[config.mk]
export PLATFORM = sky130hd
export DESIGN_NAME = phy_mgmt_register_access_port
export DESIGN_NICKNAME = d
export VERILOG_FILES = /design/src/mdio_shifter.v /design/src/phy_mgmt_register_access_port.v
export VERILOG_INCLUDE_DIRS = /design/src /design/src/src
export SDC_FILE = /design/constraint.sdc
export NUM_CORES = 1
export LEC_CHECK = 0
export BUFFER_PORTS_ARGS = -buffer_cell sky130_fd_sc_hd__buf_2
export CELL_PAD_IN_SITES_DETAIL_PLACEMENT = 1
export CELL_PAD_IN_SITES_GLOBAL_PLACEMENT = 1
export CORE_UTILIZATION = 40
export DETAILED_ROUTE_END_ITERATION = 10
export PLACE_DENSITY_LB_ADDON = 0.1
export RECOVER_POWER = 50
export SYNTH_ARGS = -nofsm -noshare
export SYNTH_HDL_FRONTEND = slang
export SYNTH_SLANG_ARGS = --single-unit
[constraint.sdc]
create_clock -name clk -period 3.4 [get_ports clk]
set_input_delay 1.02 -clock clk [delete_from_list [all_inputs] [get_ports clk]]
set_output_delay 1.02 -clock clk [all_outputs]
set_load 0.02 [all_outputs]
[src/phy_mgmt_map.vh]
`ifndef PHY_MGMT_MAP_VH
`define PHY_MGMT_MAP_VH

// access window, byte addresses 0x2000..0x3FFF
`define WIN_BASE        16'h2000
`define WIN_BASE_HI     3'h1
`define WIN_ADDR_W      16
// window word layout
`define WIN_VALID_BIT   31
`define WIN_BUSY_BIT    30
`define WIN_RSVD_HI     29
`define WIN_RSVD_LO     16
`define WIN_DATA_HI     15
`define WIN_DATA_LO     0
// offset decode
`define PHY_ADDR_HI     11
`define PHY_ADDR_LO     7
`define REG_ADDR_HI     6
`define REG_ADDR_LO     2
// reset values
`define RST_VALID       1'h1
`define RST_BUSY        1'h1
// management frame fields
`define MF_PREAMBLE_LEN 6'h20
`define MF_START        2'h1
`define MF_OP_READ      2'h2
`define MF_OP_WRITE     2'h1
`define MF_TA_WRITE     2'h2
`define MF_HDR_LEN      6'h0E
`define MF_TA_LEN       6'h02
`define MF_DATA_LEN     6'h10
// mdc divider: half period in clk cycles
`define MDC_HALF_DIV    8'h0A

`endif

[src/mdio_shifter.v]
`timescale 1ns/1ps
`default_nettype none
`include "phy_mgmt_map.vh"

// one clause 22 frame on mdc/mdio; mdc is made here by division of clk
module mdio_shifter #(
  parameter HALF_DIV = `MDC_HALF_DIV
) (
  // clock and reset
  input  wire        clk,
  input  wire        resetn,
  // request
  input  wire        start,
  input  wire        is_read,
  input  wire [4:0]  phy_addr,
  input  wire [4:0]  reg_addr,
  input  wire [15:0] wr_data,
  // answer
  output reg         done,
  output reg  [15:0] rd_data,
  // pins
  output reg         mdc,
  output reg         mdio_o,
  output reg         mdio_oe,
  input  wire        mdio_i
);
  localparam ST_IDLE = 3'h0;
  localparam ST_PRE  = 3'h1;
  localparam ST_HDR  = 3'h2;
  localparam ST_TA   = 3'h3;
  localparam ST_DATA = 3'h4;
  localparam ST_END  = 3'h5;

  reg [2:0]  st_q;
  reg [7:0]  div_q;
  reg [5:0]  cnt_q;
  reg [13:0] hdr_q;
  reg [15:0] dat_q;
  reg        rd_q;
  reg        mdi_s1_q;
  reg        mdi_s2_q;

  localparam [7:0] HALF_M1 = HALF_DIV - 1;
  localparam [1:0] TA_WR   = `MF_TA_WRITE;

  wire tick      = (div_q == HALF_M1);
  wire fall_edge = tick && mdc;
  wire rise_edge = tick && !mdc;

  always @(posedge clk) begin
    mdi_s1_q <= mdio_i;
    mdi_s2_q <= mdi_s1_q;
    if (!resetn) begin
      st_q    <= ST_IDLE;
      div_q   <= 8'h00;
      cnt_q   <= 6'h00;
      hdr_q   <= 14'h0000;
      dat_q   <= 16'h0000;
      rd_q    <= 1'b0;
      mdc     <= 1'b0;
      mdio_o  <= 1'b0;
      mdio_oe <= 1'b0;
      done    <= 1'b0;
      rd_data <= 16'h0000;
    end else begin
      done  <= 1'b0;
      div_q <= (st_q == ST_IDLE || tick) ? 8'h00 : div_q + 8'h01;
      if (st_q != ST_IDLE && tick)
        mdc <= !mdc;
      case (st_q)
        ST_IDLE: begin
          mdc     <= 1'b0;
          mdio_oe <= 1'b0;
          if (start) begin
            rd_q    <= is_read;
            hdr_q   <= {`MF_START, is_read ? `MF_OP_READ : `MF_OP_WRITE, phy_addr, reg_addr};
            dat_q   <= wr_data;
            cnt_q   <= `MF_PREAMBLE_LEN;
            mdio_o  <= 1'b1;
            mdio_oe <= 1'b1;
            st_q    <= ST_PRE;
          end
        end
        ST_PRE: if (fall_edge) begin
          if (cnt_q == 6'h01) begin
            cnt_q  <= `MF_HDR_LEN;
            mdio_o <= hdr_q[13];
            hdr_q  <= {hdr_q[12:0], 1'b0};
            st_q   <= ST_HDR;
          end else
            cnt_q <= cnt_q - 6'h01;
        end
        ST_HDR: if (fall_edge) begin
          if (cnt_q == 6'h01) begin
            cnt_q   <= `MF_TA_LEN;
            mdio_o  <= TA_WR[1];
            mdio_oe <= !rd_q;
            st_q    <= ST_TA;
          end else begin
            cnt_q  <= cnt_q - 6'h01;
            mdio_o <= hdr_q[13];
            hdr_q  <= {hdr_q[12:0], 1'b0};
          end
        end
        ST_TA: if (fall_edge) begin
          if (cnt_q == 6'h01) begin
            cnt_q  <= `MF_DATA_LEN;
            mdio_o <= dat_q[15];
            dat_q  <= {dat_q[14:0], 1'b0};
            st_q   <= ST_DATA;
          end else begin
            cnt_q  <= cnt_q - 6'h01;
            mdio_o <= 1'b0;
          end
        end
        ST_DATA: begin
          // phy drives on rising edge; take the bit just before our rising edge
          if (rise_edge && rd_q)
            dat_q[0] <= mdi_s2_q;
          if (fall_edge) begin
            if (cnt_q == 6'h01) begin
              mdio_oe <= 1'b0;
              st_q    <= ST_END;
            end else begin
              cnt_q  <= cnt_q - 6'h01;
              mdio_o <= dat_q[15];
              dat_q  <= {dat_q[14:0], 1'b0};
            end
          end
        end
        ST_END: begin
          done    <= 1'b1;
          rd_data <= rd_q ? dat_q : rd_data;
          st_q    <= ST_IDLE;
        end
        default: st_q <= ST_IDLE;
      endcase
    end
  end
endmodule
`default_nettype wire

[src/phy_mgmt_register_access_port.v]
`timescale 1ns/1ps
`default_nettype none
`include "phy_mgmt_map.vh"

module phy_mgmt_register_access_port #(
  parameter MDC_HALF = `MDC_HALF_DIV
) (
  // clock and reset (ethernet transmit clock)
  input  wire        clk,
  input  wire        resetn,
  // memory-space register port
  input  wire        mem_sel,
  input  wire        mem_wr,
  input  wire [15:0] mem_addr,
  input  wire [31:0] mem_wdata,
  // indirect i/o register port
  input  wire        io_sel,
  input  wire        io_wr,
  input  wire [15:0] io_addr,
  input  wire [31:0] io_wdata,
  // read answer, shared by both paths
  output reg  [31:0] rdata,
  output reg         ack,
  // management pins
  output wire        mdc,
  output wire        mdio_o,
  output wire        mdio_oe,
  input  wire        mdio_i
);
  reg         busy_q;
  reg         valid_q;
  reg  [15:0] data_q;
  reg         start_q;
  reg         is_read_q;
  reg  [4:0]  phy_q;
  reg  [4:0]  reg_q;
  reg  [15:0] wr_q;
  // busy reads one in reset; the serial side is idle then, so it drops on the first edge after
  reg         init_q;

  wire        done;
  wire [15:0] rd_data;

  // memory path wins when both hit in one cycle; the other is dropped as
  // software must serialise its accesses anyway
  wire        sel   = mem_sel | io_sel;
  wire        wr    = mem_sel ? mem_wr : io_wr;
  wire [15:0] addr  = mem_sel ? mem_addr : io_addr;
  wire [31:0] wdata = mem_sel ? mem_wdata : io_wdata;
  wire        hit   = sel && (addr[15:13] == `WIN_BASE_HI);

  wire [31:0] window_word = {valid_q, busy_q, 14'h0000, data_q};

  always @(posedge clk) begin
    if (!resetn) begin
      busy_q    <= `RST_BUSY;
      valid_q   <= `RST_VALID;
      data_q    <= 16'h0000;
      start_q   <= 1'b0;
      is_read_q <= 1'b0;
      phy_q     <= 5'h00;
      reg_q     <= 5'h00;
      wr_q      <= 16'h0000;
      rdata     <= 32'h0000_0000;
      ack       <= 1'b0;
    end else begin
      start_q <= 1'b0;
      ack     <= sel;
      rdata   <= hit ? window_word : 32'h0000_0000;
      if (done) begin
        busy_q  <= 1'b0;
        valid_q <= is_read_q;
        if (is_read_q)
          data_q <= rd_data;
      end else if (init_q) begin
        busy_q <= 1'b0;
      end else if (hit && !busy_q && !start_q) begin
        busy_q    <= 1'b1;
        valid_q   <= 1'b0;
        start_q   <= 1'b1;
        is_read_q <= !wr;
        phy_q     <= addr[`PHY_ADDR_HI:`PHY_ADDR_LO];
        reg_q     <= addr[`REG_ADDR_HI:`REG_ADDR_LO];
        wr_q      <= wdata[`WIN_DATA_HI:`WIN_DATA_LO];
        if (wr)
          data_q <= wdata[`WIN_DATA_HI:`WIN_DATA_LO];
      end
    end
  end

  always @(posedge clk) begin
    if (!resetn)
      init_q <= 1'b1;
    else
      init_q <= 1'b0;
  end

  mdio_shifter #(
    .HALF_DIV (MDC_HALF)
  ) u_shift (
    .clk      (clk),
    .resetn   (resetn & ~init_q),
    .start    (start_q),
    .is_read  (is_read_q),
    .phy_addr (phy_q),
    .reg_addr (reg_q),
    .wr_data  (wr_q),
    .done     (done),
    .rd_data  (rd_data),
    .mdc      (mdc),
    .mdio_o   (mdio_o),
    .mdio_oe  (mdio_oe),
    .mdio_i   (mdio_i)
  );
endmodule
`default_nettype wire
==> impl_metrics.py <==
metrics = {
    "die": {
        "full_die_area_sq_um": 15930,
        "rows": 45,
        "core_area_sq_um": 15150,
        "boundaryPins": 139,
        "die_height_um": 126.2,
        "die_x_um": 126.2,
        "floorplan.initialDensity": 0.4076,
    },
    "sta": {
        "unrepaired_setup_endpoints_after_global_routing": "no",
        "timing_hold_violations_final": 0,
        "sum_of_negative_setup_slack_ps": 0,
        "timing.final.ws_setup_ps": 449.6,
        "count_of_final_max_slew_check_failures": 9,
        "worst_slew_pin_slew_ps": 1549,
        "maxClockFrequency_mhz": 338.9,
        "timing.final.setup_violations": 0,
        "timing.final.crit_share": 0.8678,
        "finalCriticalPeriod_ps": 2950,
        "worst_slew_margin_rel": -0.04599,
        "worst_clock_skew_ps": 4.816,
    },
    "placement": {
        "post_dp_cell_area_sq_um": 6718,
        "buffer_ports.inserted": 86,
        "post-place-ws_ps": 409.1,
        "place_inst": 961,
        "routabilityCongestion": 0.8181,
        "detailedPlacementHpwl_um": 11680,
    },
    "synthesis": {
        "synth-edff-count": 0,
        "sequential_area_share_after_synthesis": 0.4410,
        "ys_types": 62,
        "ys.warnings.count": 0,
        "synthCells": 724,
        "ys_async_sr_fraction": 0,
        "netlist_top_cells_area": "sky130_fd_sc_hd__dfxtp_1 (44%), sky130_fd_sc_hd__mux2i_1 (6.3%), sky130_fd_sc_hd__a211oi_1 (5.4%)",
        "synthDominantCellAreaShare": 0.4410,
        "post-synth-top-count-cell": "sky130_fd_sc_hd__dfxtp_1",
        "syn_area_per_cell_sq_um": 8.527,
        "synth_ff_type": "sky130_fd_sc_hd__dfxtp_1",
        "ys_ff_latch": 136,
        "synth_top_cell_by_area": "sky130_fd_sc_hd__dfxtp_1",
        "synth_common_cells": "sky130_fd_sc_hd__dfxtp_1 (136), sky130_fd_sc_hd__nand2_1 (84), sky130_fd_sc_hd__o21ai_0 (57)",
        "post_synthesis_instance_area_sq_um": 6173,
    },
    "power": {
        "share_comb_of_total_power": 0.045,
        "p_clk_frac": 0.511,
        "powerDensity_nw_per_um2": 500.1,
        "sw_frac_of_total": 0.2393,
        "total_switching_power_uw": 868.7,
        "internal_power_uw": 2761,
        "total_leakage_power_uw": 0.002594,
        "max-vdd-ir-drop_uv": 337.6,
        "share_seq_of_total_power": 0.444,
    },
    "clock_tree": {
        "cts-hold-fix-buffers": 0,
        "worst_skew_pair.late_latency_ps": 420,
        "cts_tree": "built",
        "cts.repair_timing.setup_buffer_count": 0,
        "clkSlewWorstSetupHoldPaths_ps": 60,
        "cts_inserted_buffers": 17,
        "cts.root.buffer_cell": "sky130_fd_sc_hd__clkbuf_16",
        "clk_path_buf_depth": 2,
        "cts.sinks": 136,
        "h_tree_level_count": 4,
        "count_of_cells_resized_by_post_cts_repair": 0,
    },
    "setup_path": {
        "worst-setup-path-type": "in -> reg",
        "reg2reg_slack_ps": 520,
        "setup.worst_path.end_class": "flip-flop",
        "critical_path.reg2reg.startpoint": "u_shift.st_q[0]",
        "cp.arrival_ps": 3260,
        "cp_max_fo": 21,
        "cp_data_required_time_ps": 3710,
        "timing.critical_path.from_type": "input pin",
        "cp-startpoint": "mem_sel",
    },
    "global_routing": {
        "gr-usage-all-layers": 0.2229,
        "antenna_found_initial": 0,
        "global_route.overflow_total": 0,
        "grt_pass1_wl_um": 27930,
        "grt_start_max_net_pins": 39,
        "grt_pass1_vias": 5683,
    },
    "cells_and_area": {
        "finalInstanceArea_sq_um": 7258,
        "area_growth_syn_to_layout_pct": 17.57,
        "nets_final": 899,
        "layout.core_utilization": 0.4792,
        "final_instance_count_without_filler_cells": 993,
        "final_layout_size_suffix_gt1_frac": 0.1491,
        "n_fill_cell": 1801,
        "n_antenna_cell": 0,
    },
    "worst_hold_path": {
        "worstHoldPathType": "reg -> reg",
        "min_from": "u_shift.mdi_s1_q",
    },
    "route": {
        "drt_wirelength_um": 17060,
        "route.detailed.wl_per_inst_um": 17.18,
        "postRouteAntennaNets": 0,
        "detailedRoute.firstIterationViolations": 238,
        "drt_pass1_iterations": 4,
        "detail_route.drc_violations": 0,
        "detailroute.via_count": 5459,
        "vias_per_instance": 5.497,
    },
    "outcome": {
        "status": "finished, violations left",
        "failed_checks": "max-capacitance violations, max-slew violations",
    },
    "flow_run": {
        "drv.max_cap_violation_count": 1,
    },
}
per-layer routing:
layer	global-route usage	vias to the layer above	share of wire
li1	-	2683	-
met1	0.2574	2660	0.44
met2	0.4082	98	0.52
met3	0.03908	18	0.027
met4	0.08434	0	0.013
met5	0	-	0
flip-flops by register name (all words and copies together) (netlist names), 3 cells and up:
signal           cells
u_shift.st_q         3
u_shift.dat_q       16
rdata               18
u_shift.cnt_q        6
phy_q                5
wr_q                16
data_q              16
u_shift.rd_data     16
u_shift.div_q        8
u_shift.hdr_q       14
reg_q                5
through the flow:
step           hold slack, ps  power [uW]
2_1_floorplan           309.6        1752
3_3_place_gp            310.6        1809
3_5_place_dp            328.6        1814
4_1_cts                 341.8        3678
5_1_grt                 341.9        3756
6_report                337.3        3630
logic make-up (layout without fill, tap and decap cells):
group / Yosys count / after routing / share of synthesized area
mux: 40 / 40 / 0.06506
other cells: 1 / 14 / 0.0006074
flops: 136 / 136 / 0.4410
simple gates: 257 / 257 / 0.2053
buf+inv: 76 / 144 / 0.05675
xor+xnor: 13 / 13 / 0.01844
fa+ha+maj: 4 / 4 / 0.008107
compound gates: 197 / 197 / 0.2047
power groups by stage:
stage,clock network [uW],registers (uW),logic (uW)
after floorplan,0,1650,106
final,1860,1610,163
after detailed placement,0,1650,167
after CTS,1900,1610,168
after global placement,0,1650,162
after global routing,1970,1610,178
worst paths after layout:
path,endpoint,depth (start not counted)
worst max-delay path,reg_q[4],7
worst max register to register,u_shift.dat_q[6],6
worst min-delay path,u_shift.mdi_s2_q,0
worst min register to register,u_shift.mdi_s2_q,0
layout make-up:
type	count	area, sq um	area share
Clock buffer	17	425.4	0.05861
Clock inverter	15	170.2	0.02344
Inverter	9	33.78	0.004654
Multi-Input combinational cell	525	3161	0.4354
Sequential cell	136	2723	0.3751
Tap cell	188	235.2	0.03241
Timing Repair Buffer	103	510.5	0.07033
critical path, cell delays in order:
cell and delay, ps:
sky130_fd_sc_hd__clkbuf_1 670, sky130_fd_sc_hd__nand2_1 100, sky130_fd_sc_hd__o32a_1 430, sky130_fd_sc_hd__nor4b_4 270
sky130_fd_sc_hd__clkbuf_2 410, sky130_fd_sc_hd__nor2_1 90, sky130_fd_sc_hd__a211oi_1 260
cell usage in the layout, fill, tap and decap left out, drive strengths merged, types with 14 or more instances in the layout:
cell type	n
dfxtp	136
nand2	84
buf	74
o21ai	57
nor2	56
a21oi	56
clkbuf	46
a211oi	45
mux2i	39
nor3	26
nand3	25
and2	20
a22o	16
conb	14
No activity file was read; power rests on OpenSTA's default activity.
